[config.mk]
export PLATFORM = sky130hd
export DESIGN_NAME = dqs_dll_phase_shift
export DESIGN_NICKNAME = d
export VERILOG_FILES = /design/src/logic/dqs_phase_pkg.sv /design/src/logic/dqs_dll_phase_shift.sv
export VERILOG_INCLUDE_DIRS = /design/src /design/src/logic
export SDC_FILE = /design/constraint.sdc
export NUM_CORES = 1
export LEC_CHECK = 0
export BUFFER_PORTS_ARGS = -buffer_cell sky130_fd_sc_hd__buf_4
export CAP_MARGIN = 20
export CORE_MARGIN = 2
export CORE_UTILIZATION = 52
export CTS_CLUSTER_DIAMETER = 150
export DETAILED_ROUTE_END_ITERATION = 10
export PLACE_DENSITY_LB_ADDON = 0.1
export SLEW_MARGIN = 0
export SYNTH_ARGS = -nofsm -noshare
export SYNTH_HDL_FRONTEND = slang
export SYNTH_SLANG_ARGS = --single-unit
[constraint.sdc]
create_clock -name clk -period 4.2 [get_ports clk]
set_input_delay 0.84 -clock clk [delete_from_list [all_inputs] [get_ports clk]]
set_output_delay 0.84 -clock clk [all_outputs]
set_load 0.005 [all_outputs]
[src/logic/dqs_phase_cfg.svh]
// Constants for the read-strobe phase-shift block: register map,
// field positions, reset values and timing counts.
// Assumes it is included by the package and by the principal module only.
`ifndef DQS_PHASE_CFG_SVH
`define DQS_PHASE_CFG_SVH

// Strobe pins served by one phase-shift circuit
`define NUM_STROBES 4
`define SET_W 6
`define OFS_W 7
`define SUM_W 8

// Register byte offsets
`define ADDR_W 4
`define ADDR_CTRL 4'h0
`define ADDR_OFFSET 4'h4
`define ADDR_STATUS 4'h8
`define ADDR_STROBE 4'hC

// Control register fields
`define CTRL_MODE_LO 0
`define CTRL_MODE_W 2
`define CTRL_LOW_FREQ 2
`define CTRL_DYN_EN 3
`define CTRL_DYN_SUB 4
`define CTRL_DYN_ADDNSUB 5
`define CTRL_SOFT_RST 6
`define CTRL_RESET 7'h00

// Strobe configuration register fields
`define STRB_BYPASS_LO 0
`define STRB_USE_OFS_LO 4
`define STRB_SRC_FAB_LO 8
`define STRB_TAPS_LO 16
`define STRB_RESET 32'h0000_0000
`define STRB_WR_MASK 32'h00FF_0FFF

// Status register fields
`define STAT_LOCKED 0
`define STAT_READY 1
`define STAT_STOPPED 2
`define STAT_SET_LO 8
`define STAT_SUM_LO 16

// Setting ranges per frequency mode
`define MODE0 2'h0
`define SET_MAX_M0 6'h3F
`define SET_MAX_M12 6'h1F
`define OFS_MIN_M0 8'hC0
`define OFS_MAX_M0 8'h3F
`define OFS_MIN_M12 8'hE0
`define OFS_MAX_M12 8'h1F

// Timing figures
`define LOCK_REF_CYC 9'd256
`define RESTART_REF_CYC 9'd16
`define UPD_PERIOD 3'd7
`define STOP_CLK_CYC 8'd64
`define LOW_FREQ_DELAY_PS 2500
`define STEP_PS_DEFAULT 50
`define TAPS_W 2

`endif

[src/logic/dqs_phase_pkg.sv]
// Types for the read-strobe phase-shift block.
// Assumes dqs_phase_cfg.svh supplies the sizes.
`default_nettype none
`include "dqs_phase_cfg.svh"

package dqs_phase_pkg;

  typedef logic [`NUM_STROBES-1:0] strobe_vec_type;
  typedef logic [`NUM_STROBES-1:0][`SET_W-1:0] setting_vec_type;

  // Whole state of the block, registered in one process
  typedef struct packed {
    logic [2:0] ref_sync;
    logic [1:0] cmp_sync;
    logic [1:0] rst_sync;
    logic [1:0][`NUM_STROBES-1:0] strb_sync;
    logic [6:0] ctrl;
    logic [`OFS_W-1:0] static_ofs;
    logic [31:0] strb_cfg;
    logic [`SET_W-1:0] loop_set;
    logic [8:0] lock_cnt;
    logic [8:0] restart_cnt;
    logic [7:0] idle_cnt;
    logic stopped;
    logic dll_ready;
    logic [2:0] upd_cnt;
    logic update_en;
    setting_vec_type chain_set;
    logic [`NUM_STROBES-1:0][3:0] strb_pipe;
    strobe_vec_type strobe_out;
    logic [`SET_W-1:0] fabric_delay;
    logic waitrequest;
    logic [31:0] readdata;
  } state_type;

endpackage : dqs_phase_pkg

`default_nettype wire

[src/logic/dqs_dll_phase_shift.sv]
// Read-strobe phase shift: loop up/down counter, offset adder,
// latched per-strobe delay settings, four-element strobe delay and
// postamble gating, with an Avalon-MM slave for control and status.
// Assumes one 20 MHz clock; reference, comparator, reset pin and strobes
// arrive asynchronously and are synchronised here.
//
// What this block does
// - Loop tracks reference period, 100 to 233 MHz
// - Up to 256 reference cycles before valid
// - Below 100 MHz, fixed 2.5 ns delay in mode 0; other modes clamp it to 1F
// - Mode 0 six-bit setting, modes 1-2 five-bit
// - Reference runs through up to 16 elements
// - Comparator direction steps six-bit up/down counter
// - Zero shift bypasses loop and strobe block
// - Setting to strobes or fabric; offset strobes only
// - Offset module adds or subtracts signed offset
// - Offset range -64..63 mode 0, else -32..31
// - Offset static or dynamic with add/subtract select
// - Each strobe pin has own logic block
// - Four elements; first uses setting or sum
// - Strobe setting from loop or fabric
// - Element delay is intrinsic plus steps times step
// - Settings latched together on update enable
// - Update enable refreshes every 8 clocks
// - Shifted strobe clocks capture, also to fabric
// - Postamble gating forces shifted strobe low
// - Shifts are multiples of 22.5, 30 or 36 degrees
`timescale 1ns/1ps
`default_nettype none
`include "dqs_phase_cfg.svh"

module dqs_dll_phase_shift #(
  parameter int STEP_PS = `STEP_PS_DEFAULT
) (
  input wire logic clk,
  input wire logic rst_n,
  input wire logic [`ADDR_W-1:0] address,
  input wire logic read,
  input wire logic write,
  input wire logic [31:0] writedata,
  output logic [31:0] readdata,
  output logic waitrequest,
  input wire logic ref_clk_pin,
  input wire logic cmp_up_pin,
  input wire logic dll_reset_pin,
  input wire logic [5:0] dll_offset,
  input wire logic addnsub,
  input wire logic [`SET_W-1:0] fabric_setting,
  input wire dqs_phase_pkg::strobe_vec_type strobe_pin,
  input wire dqs_phase_pkg::strobe_vec_type read_window,
  output dqs_phase_pkg::strobe_vec_type strobe_out,
  output dqs_phase_pkg::setting_vec_type chain_setting,
  output logic update_en,
  output logic [`SET_W-1:0] fabric_delay_out,
  output logic dll_ready
);

  localparam logic [`SET_W-1:0] LOW_FREQ_SET = `SET_W'(`LOW_FREQ_DELAY_PS / STEP_PS);

  dqs_phase_pkg::state_type s_q;
  dqs_phase_pkg::state_type s_d;

  logic ref_tick;
  logic dll_rst;
  logic [`SET_W-1:0] set_max;
  logic [`SET_W-1:0] base_set;
  logic [`SUM_W-1:0] ofs_raw;
  logic [`SUM_W-1:0] ofs_clamp;
  logic [`SUM_W-1:0] sum_raw;
  logic [`SET_W-1:0] sum_set;
  logic [`CTRL_MODE_W-1:0] mode;

  // Rising edge of the synchronised reference; the first sync stage is left alone
  assign ref_tick = s_q.ref_sync[1] & ~s_q.ref_sync[2];
  assign dll_rst = s_q.rst_sync[1] | s_q.ctrl[`CTRL_SOFT_RST];
  // Frequency mode field of the control word
  assign mode = s_q.ctrl[`CTRL_MODE_LO +: `CTRL_MODE_W];

  // Mode range, low-frequency fixed delay and signed offset
  always_comb begin
    set_max = (mode == `MODE0) ? `SET_MAX_M0 : `SET_MAX_M12;
    base_set = s_q.ctrl[`CTRL_LOW_FREQ] ? LOW_FREQ_SET : s_q.loop_set;
    if (base_set > set_max) begin
      base_set = set_max;
    end
    // Dynamic offset picks direction from addnsub only when enabled to
    if (s_q.ctrl[`CTRL_DYN_EN]) begin
      if (s_q.ctrl[`CTRL_DYN_ADDNSUB] ? !addnsub : s_q.ctrl[`CTRL_DYN_SUB]) begin
        ofs_raw = `SUM_W'(-{2'b00, dll_offset});
      end else begin
        ofs_raw = {2'b00, dll_offset};
      end
    end else begin
      ofs_raw = {s_q.static_ofs[`OFS_W-1], s_q.static_ofs};
    end
    ofs_clamp = ofs_raw;
    if (mode == `MODE0) begin
      if ($signed(ofs_raw) > $signed(`OFS_MAX_M0)) begin
        ofs_clamp = `OFS_MAX_M0;
      end else if ($signed(ofs_raw) < $signed(`OFS_MIN_M0)) begin
        ofs_clamp = `OFS_MIN_M0;
      end
    end else begin
      if ($signed(ofs_raw) > $signed(`OFS_MAX_M12)) begin
        ofs_clamp = `OFS_MAX_M12;
      end else if ($signed(ofs_raw) < $signed(`OFS_MIN_M12)) begin
        ofs_clamp = `OFS_MIN_M12;
      end
    end
    sum_raw = {2'b00, base_set} + ofs_clamp;
    // Saturate so a large subtract never wraps to a long delay
    if (sum_raw[`SUM_W-1]) begin
      sum_set = '0;
    end else if (sum_raw > {2'b00, set_max}) begin
      sum_set = set_max;
    end else begin
      sum_set = sum_raw[`SET_W-1:0];
    end
  end

  // Next-state of the whole block
  always_comb begin
    logic [`SET_W-1:0] src;
    logic [`TAPS_W-1:0] taps;
    logic bypass;
    src = '0;
    taps = '0;
    bypass = 1'b0;
    s_d = s_q;
    s_d.ref_sync = {s_q.ref_sync[1:0], ref_clk_pin};
    s_d.cmp_sync = {s_q.cmp_sync[0], cmp_up_pin};
    s_d.rst_sync = {s_q.rst_sync[0], dll_reset_pin};
    s_d.strb_sync = {s_q.strb_sync[0], strobe_pin};

    // Loop: comparator direction steps the setting once per reference edge
    if (dll_rst) begin
      s_d.loop_set = '0;
      s_d.lock_cnt = '0;
      s_d.restart_cnt = '0;
      s_d.stopped = 1'b0;
      s_d.idle_cnt = '0;
    end else if (ref_tick) begin
      // Setting drives a chain of up to 16 elements; counter closes phase
      if (s_q.cmp_sync[1]) begin
        if (s_q.loop_set < set_max) begin
          s_d.loop_set = s_q.loop_set + `SET_W'(1);
        end
      end else if (s_q.loop_set != '0) begin
        s_d.loop_set = s_q.loop_set - `SET_W'(1);
      end
      if (s_q.loop_set > set_max) begin
        s_d.loop_set = set_max;
      end
      if (s_q.lock_cnt != `LOCK_REF_CYC) begin
        s_d.lock_cnt = s_q.lock_cnt + 9'd1;
      end
      if (s_q.restart_cnt != `RESTART_REF_CYC) begin
        s_d.restart_cnt = s_q.restart_cnt + 9'd1;
      end
      s_d.idle_cnt = '0;
      s_d.stopped = 1'b0;
    end else if (s_q.idle_cnt == `STOP_CLK_CYC) begin
      // Reference stood still: demand fresh settling once it returns
      s_d.stopped = 1'b1;
      s_d.restart_cnt = '0;
    end else begin
      s_d.idle_cnt = s_q.idle_cnt + 8'd1;
    end
    s_d.dll_ready = !dll_rst && !s_d.stopped && s_d.lock_cnt == `LOCK_REF_CYC
                    && s_d.restart_cnt == `RESTART_REF_CYC;

    // Update enable pulse every eighth clock
    s_d.upd_cnt = s_q.upd_cnt + 3'd1;
    s_d.update_en = (s_q.upd_cnt == `UPD_PERIOD);

    // Fabric sees the setting without offset
    s_d.fabric_delay = base_set;

    // Per-strobe blocks: latched setting and four delay elements
    for (int i = 0; i < `NUM_STROBES; i++) begin
      bypass = s_q.strb_cfg[`STRB_BYPASS_LO + i];
      taps = s_q.strb_cfg[`STRB_TAPS_LO + `TAPS_W * i +: `TAPS_W];
      if (s_q.strb_cfg[`STRB_SRC_FAB_LO + i]) begin
        src = (fabric_setting > set_max) ? set_max : fabric_setting;
      end else if (s_q.strb_cfg[`STRB_USE_OFS_LO + i]) begin
        src = sum_set;
      end else begin
        src = base_set;
      end
      // All blocks load together so no element sees a half-travelled value
      if (s_q.update_en) begin
        s_d.chain_set[i] = bypass ? '0 : src;
      end
      // Each element is one stage; taps picks 1..4 elements, giving
      // multiples of the mode's unit angle
      s_d.strb_pipe[i] = {s_q.strb_pipe[i][2:0], s_q.strb_sync[1][i]};
      if (!read_window[i]) begin
        s_d.strobe_out[i] = 1'b0;
      end else if (bypass) begin
        s_d.strobe_out[i] = s_q.strb_sync[1][i];
      end else begin
        s_d.strobe_out[i] = s_q.strb_pipe[i][taps];
      end
    end

    // Avalon slave: one wait cycle, then the request is taken
    s_d.waitrequest = !((read || write) && s_q.waitrequest);
    // Read data is captured while the request still waits
    if (read && s_q.waitrequest) begin
      if (address == `ADDR_CTRL) begin
        s_d.readdata = {25'h0, s_q.ctrl};
      end else if (address == `ADDR_OFFSET) begin
        s_d.readdata = {{25{s_q.static_ofs[`OFS_W-1]}}, s_q.static_ofs};
      end else if (address == `ADDR_STATUS) begin
        s_d.readdata = '0;
        s_d.readdata[`STAT_LOCKED] = s_q.lock_cnt == `LOCK_REF_CYC;
        s_d.readdata[`STAT_READY] = s_q.dll_ready;
        s_d.readdata[`STAT_STOPPED] = s_q.stopped;
        s_d.readdata[`STAT_SET_LO +: `SET_W] = base_set;
        s_d.readdata[`STAT_SUM_LO +: `SET_W] = sum_set;
      end else if (address == `ADDR_STROBE) begin
        s_d.readdata = s_q.strb_cfg;
      end else begin
        s_d.readdata = '0;
      end
    end
    // Writes land only on the edge that answers the request
    if (write && !s_q.waitrequest) begin
      if (address == `ADDR_CTRL) begin
        s_d.ctrl = writedata[6:0];
      end else if (address == `ADDR_OFFSET) begin
        s_d.static_ofs = writedata[`OFS_W-1:0];
      end else if (address == `ADDR_STROBE) begin
        s_d.strb_cfg = writedata & `STRB_WR_MASK;
      end
    end
  end

  // Single state register; async reset loads constants only
  always_ff @(posedge clk or negedge rst_n) begin
    if (!rst_n) begin
      s_q <= '0;
      s_q.ctrl <= `CTRL_RESET;
      s_q.strb_cfg <= `STRB_RESET;
      s_q.waitrequest <= 1'b1;
    end else begin
      s_q <= s_d;
    end
  end

  assign readdata = s_q.readdata;
  assign waitrequest = s_q.waitrequest;
  assign strobe_out = s_q.strobe_out;
  assign chain_setting = s_q.chain_set;
  assign update_en = s_q.update_en;
  assign fabric_delay_out = s_q.fabric_delay;
  assign dll_ready = s_q.dll_ready;
endmodule : dqs_dll_phase_shift

`default_nettype wire

; ---- After elaboration in Yosys (flattened, before gate mapping)
; Index checks and enable logic that the tools add are counted.
[op_classes]
add_sub_neg = 8
n_lt_le_gt_ge = 13
eq_ne = 12
n_mux = 58
n_bitwise = 5
reduce_logical = 21
[ops]
columns = cell, n
row1 = 2-to-1 mux 6 bit, 22
row2 = 2-to-1 mux 32 bit, 2
row3 = 2-to-1 mux 8 bit, 8
row4 = 2-to-1 mux 24 bit, 2
row5 = 2-to-1 mux 33 bit, 1
row6 = 2-to-1 mux 9 bit, 3
row7 = adder 9 x 1 -> 9 bit (second input constant), 2
row8 = == test 9 bit (second input constant), 2
row9 = > comparator 6 bit, 3
row10 = 2-to-1 mux 18 bit, 1
row11 = 2-to-1 mux 15 bit, 1
row12 = 2-to-1 mux 1 bit, 14
row13 = less-than comparator 2 x 3 -> 1 bit (second input constant), 4
row14 = == test 9 x 5 -> 1 bit (second input constant), 1
row15 = != test 9 x 5 -> 1 bit (second input constant), 1
row16 = != test 9 bit (second input constant), 1
row17 = adder 6 x 8 -> 8 bit, 1
row18 = adder 8 x 1 -> 8 bit (second input constant), 1
row19 = binary-select mux 1 bit (select 2 bit), 4
row20 = == test 4 bit (second input constant), 2
row21 = == test 8 x 7 -> 1 bit (second input constant), 1
row22 = > comparator 8 x 6 -> 1 bit, 1
row23 = > comparator 8 x 6 -> 1 bit (second input constant), 1
row24 = > comparator 8 x 7 -> 1 bit (second input constant), 1
row25 = 25 further kinds, 37
[totals]
reg_bits = 170
wordCells = 145

; ---- Longest topological paths before layout
[depth]
ltp_word = 15
ltp_mapped = 26

; ---- Least setup slack after synthesis
; No wires, ideal clock.
[synth_timing]
path_kind = input port to flip-flop
from = input dll_offset[3]
to = register s_q, in the netlist chain_setting[14]
setup_ns = 0.126
t_arrival_ns = 4.922
required_ns = 4.074
setup_slack_ns = -0.848
path_stages = 26
cell_sequence = nor4_4 > nand2_2 > a31o_2 > inv_1 > a21oi_1 > nand2_1 > ha_1 > inv_1 > a21oi_1 > nor2_1 > ha_1 > a211oi_1 > o21bai_1 > a21oi_1 > xor2_1 > inv_1 > ha_1 > and3_1 > o211ai_1 > o41ai_1 > inv_1 > a21o_2 > buf_2 > buf_2 > o31ai_1 > o2bb2ai_1
[synth_between]
elab_chain_cells = 14
elab_cells_between_ends = 19
[synth_rtl]
columns = element, line_no
row1 = start: declaration, dqs_dll_phase_shift.sv:46  ; input wire logic [5:0] dll_offset,
row2 = negator 6 -> 8 bit, dqs_dll_phase_shift.sv:89  ; ofs_raw = `SUM_W'(-{2'b00, dll_offset});
row3 = 2-to-1 mux 8 bit *, dqs_dll_phase_shift.sv:88  ; if (s_q.ctrl[`CTRL_DYN_ADDNSUB] ? !addnsub : s_q.ctrl[`CTRL_DYN_SUB]) begin
row4 = 2-to-1 mux 8 bit *, dqs_dll_phase_shift.sv:87  ; if (s_q.ctrl[`CTRL_DYN_EN]) begin
row5 = less-than comparator 8 x 6 -> 1 bit / less-than comparator 8 x 7 -> 1 bit (equally long branches), "dqs_dll_phase_shift.sv:106, dqs_dll_phase_shift.sv:100"
row6 = "2-to-1 mux 8 bit, on equally long branches", "dqs_dll_phase_shift.sv:106, dqs_dll_phase_shift.sv:100"
row7 = "2-to-1 mux 8 bit, on equally long branches", "dqs_dll_phase_shift.sv:104, dqs_dll_phase_shift.sv:98"
row8 = 2-to-1 mux 8 bit *, dqs_dll_phase_shift.sv:97  ; if (mode == `MODE0) begin
row9 = adder 6 x 8 -> 8 bit *, dqs_dll_phase_shift.sv:110  ; sum_raw = {2'b00, base_set} + ofs_clamp;
row10 = > comparator 8 x 6 -> 1 bit, dqs_dll_phase_shift.sv:114  ; end else if (sum_raw > {2'b00, set_max}) begin
row11 = 2-to-1 mux 6 bit, dqs_dll_phase_shift.sv:114
row12 = 2-to-1 mux 6 bit *, dqs_dll_phase_shift.sv:112  ; if (sum_raw[`SUM_W-1]) begin
row13 = 2-to-1 mux 6 bit *, dqs_dll_phase_shift.sv:185  ; end else if (s_q.strb_cfg[`STRB_USE_OFS_LO + i]) begin
row14 = 2-to-1 mux 6 bit *, dqs_dll_phase_shift.sv:183  ; if (s_q.strb_cfg[`STRB_SRC_FAB_LO + i]) begin
row15 = 2-to-1 mux 6 bit *, dqs_dll_phase_shift.sv:192  ; s_d.chain_set[i] = bypass ? '0 : src;
row16 = end: declaration, dqs_dll_phase_shift.sv:60  ; dqs_phase_pkg::state_type s_q;
; Mark *: on every way between the ends. The rest lies on a longest branch, timed or not.
; A chain may end at the register's enable or synchronous reset.

; ---- Final worst setup path
[layout_timing]
from = input dll_offset[3]
to = register s_q, in the netlist chain_setting[19]
; The elaborated chain is that of the path after synthesis.

==> impl_metrics.ini <==
[pwr]
switching_power_mw = 2.49
intPower_mw = 4.01
leakagePower_nw = 4.98
seqPwrFrac_pct = 31.7
powerDensity_mw_per_mm2 = 595
clkPwrFrac_pct = 23.8
ir_drop_uv = 348
p_comb_share_pct = 44.5
netSwitchingFraction_pct = 38.4

[routing]
drc_errors = 0
dr.first_iter.drc_count = 597
vias_per_cell = 5.90
antenna_left = 0
wl_um = 24700
wl_per_cell_um = 19.7
num_vias = 7384
dr.pass1.iters = 6

[timing]
slew_violations = 0
finalHoldViolCount = 0
fmaxAchievable_ghz = 0.220
setup_viol = 30
tightest_slew_ns = 0.980
hold_ws_ns = 0.351
period_minus_slack_ns = 4.54
grt_setup_unrepaired = true
tns_ns = -8.07
finClkSkew_ns = 0.0102
fin_crit_sh_pct = 108
fin_ws_ns = -0.336
max_slew_margin_pct = 34.5

[finish]
fin_cells = 1252
areaGrowthSynthToFinish_pct = 22.9
nNetsFinal = 1108
antenna_cells = 0
fillers = 1360
drive_gt1_share_pct = 34.5
layout_common_cells = buf_4 (200), dfrtp_1 (159), nor2_1 (99)
layout_commonest_cell = buf_4

[worst_setup_path]
endpoint_kind = flip-flop
setup.worst_path.start_class = input port
critPathArrivalTime_ns = 4.82
crit_required_ns = 4.49
path_max_fanout = 8
path_class = input port to flip-flop

[grt]
grt_max_degree = 94
gr-usage-met1_pct = 38.1
antenna_found_initial = 0
use_met3_pct = 5.44
use_met2_pct = 45.2
grt.busiest_layer = met2
grt_pass1_wl_um = 38900
grtUsageTotal_pct = 27.6
grt_pass1_vias = 7237
gr-total-overflow = 0

[floorplan]
start_util_pct = 53.5
core_area_sq_mm = 0.0166
die_y_um = 135
fp.dieW_um = 135
rows = 47
die_area_sq_mm = 0.0182
ios = 133

[synth]
synthesis.area_sq_mm = 0.00890
syn_nets = 979
ys_warn_count = 0
synth.avg_cell_area_sq_um = 10.0
ys_ff_latch = 161
async_flop_share_pct = 100
synth_cell_types = 80
synth-edff-count = 0
synth_ff_type = dfrtp_1
synth-seq-area-share_pct = 45.3
syn_inst = 890

[clocking]
path_clk_slew_ns = 0.07
htreeDepth = 4
cts-buffers-inserted = 17
cts_root_buf = clkbuf_16
cts_tree = built
clock_latency_ns = 0.43
cts.sinks = 161
cts.path.max_buffers = 2

[placed_design]
io_buffers = 120
pre_cts_slack_ns = -0.982
gp_congestion = 0.887
dp_hpwl_um = 17900
place_inst = 1209

[hold_path]
hold_class = flip-flop to flip-flop

[status]
outcome = finished with violations
violations = negative setup slack

[flow_run]
maxCapViolCount = 0
==> repair_timing <==
item	in CTS	in global routing
hold buffers	0	0
pin swaps	8	3
setup buffers	6	4
setup endpoints to repair	30	30
cloned	1	0
gates resized for setup	21	31
==> power groups by stage <==
| stage | sequential (mW) | combinational, mW | clock, mW |
|---|---|---|---|
| 6_report | 2.06 | 2.89 | 1.55 |
| 5_1_grt | 2.09 | 3.09 | 1.64 |
| 4_1_cts | 2.05 | 2.63 | 1.57 |
| 3_5_place_dp | 2.08 | 2.44 | 0 |
| 3_3_place_gp | 2.07 | 2.41 | 0 |
| 2_1_floorplan | 1.95 | 1.63 | 0 |
==> critical path, stage by stage <==
cell      delay, ns
buf_8          0.11
nor4_4         0.30
nand2_2        0.09
a31o_4         0.24
inv_4          0.05
a21oi_2        0.03
nand2_2        0.08
ha_4           0.21
inv_4          0.06
a21oi_2        0.05
nor2_2         0.12
ha_1           0.25
a211oi_2       0.22
o21bai_1       0.09
a21oi_1        0.18
xor2_1         0.21
inv_1          0.09
ha_1           0.27
and3_1         0.14
o211ai_1       0.10
o41ai_2        0.21
inv_1          0.11
buf_6          0.14
a21o_4         0.24
o21ai_4        0.20
o221ai_1       0.17
==> final cells by class <==
class                   instances  area, sq um  area share, %
well taps                     220          275           2.52
clock inverters                15          178           1.62
clock buffers                  17          425           3.89
repair buffers                206         1590           14.5
inverters                      30          118           1.08
flip-flops and latches        161         4030           36.9
multi-input cells             603         4320           39.5
==> registers in the layout (all words and copies together) (netlist names) <==
signal            flops
s_q                  75
mode                  2
update_en             1
fabric_delay_out      6
waitrequest           1
dll_ready             1
chain_setting        24
strobe_out            4
s_d                  24
readdata             23
==> final timing paths <==
path,startpoint,endpoint,slack (ns),cells past startpoint
setup / recovery,dll_offset[3],chain_setting[19],-0.34,26
hold / removal,s_d[174],s_d[55],0.35,0
setup reg to reg,s_q[165],chain_setting[19],-0.25,25
hold reg to reg,s_d[174],s_d[55],0.35,0
max in group asynchronous,rst_n,fabric_delay_out[2],2.78,2
min in group asynchronous,rst_n,s_q[116],0.51,1
==> kinds of logic after synthesis <==
group / after synthesis / share of synthesized area, %
AND/OR/NAND/NOR: 278 / 15.5
flip-flops: 161 / 45.3
AO/OA/AOI/OAI: 221 / 16.6
adder cells (fa/ha/maj): 25 / 3.68
buffers and inverters: 127 / 9.26
XOR/XNOR: 25 / 2.46
multiplexers: 53 / 7.17
==> metal layers <==
metal / up-vias / share of wire, %
met4: 0 / 1.5
met2: 326 / 48
met1: 3627 / 43
met5: - / 0
met3: 35 / 7.5
li1: 3396 / -
==> cell usage after synthesis, types with 5 or more instances <==
cell type / count / area [sq um]
dfrtp_1: 160 / 4000
nor2_1: 107 / 402
buf_4: 68 / 510
nand2_1: 56 / 210
o21ai_0: 54 / 270
a21oi_1: 51 / 255
mux2_2: 36 / 405
inv_1: 29 / 109
ha_1: 23 / 288
nand2b_1: 18 / 113
nand3_1: 17 / 85.1
clkbuf_1: 16 / 60.1
a22oi_1: 15 / 113
xnor2_1: 15 / 131
a22o_1: 14 / 123
mux2i_1: 12 / 120
nor2b_1: 12 / 75.1
nand4_1: 11 / 68.8
xor2_1: 10 / 87.6
o221ai_1: 9 / 78.8
clkbuf_8: 8 / 110
nor3_1: 8 / 40.0
o21ai_1: 8 / 40.0
a31oi_1: 7 / 43.8
o31ai_1: 7 / 52.6
or3_1: 7 / 43.8
and3_1: 6 / 37.5
nor4_1: 6 / 37.5
o21bai_1: 6 / 45.0
a211oi_1: 5 / 37.5
mux4_2: 5 / 113
==> stage by stage <==
stage	area (sq um)	total power [mW]	util, %
finish	10900	6.50	65.7
global placement	10000	4.48	60.3
global route	10900	6.82	65.7
detailed placement	10000	4.52	60.3
CTS	10800	6.25	64.7
floorplan	8980	3.58	-
(Power assumes the default switching activity.)
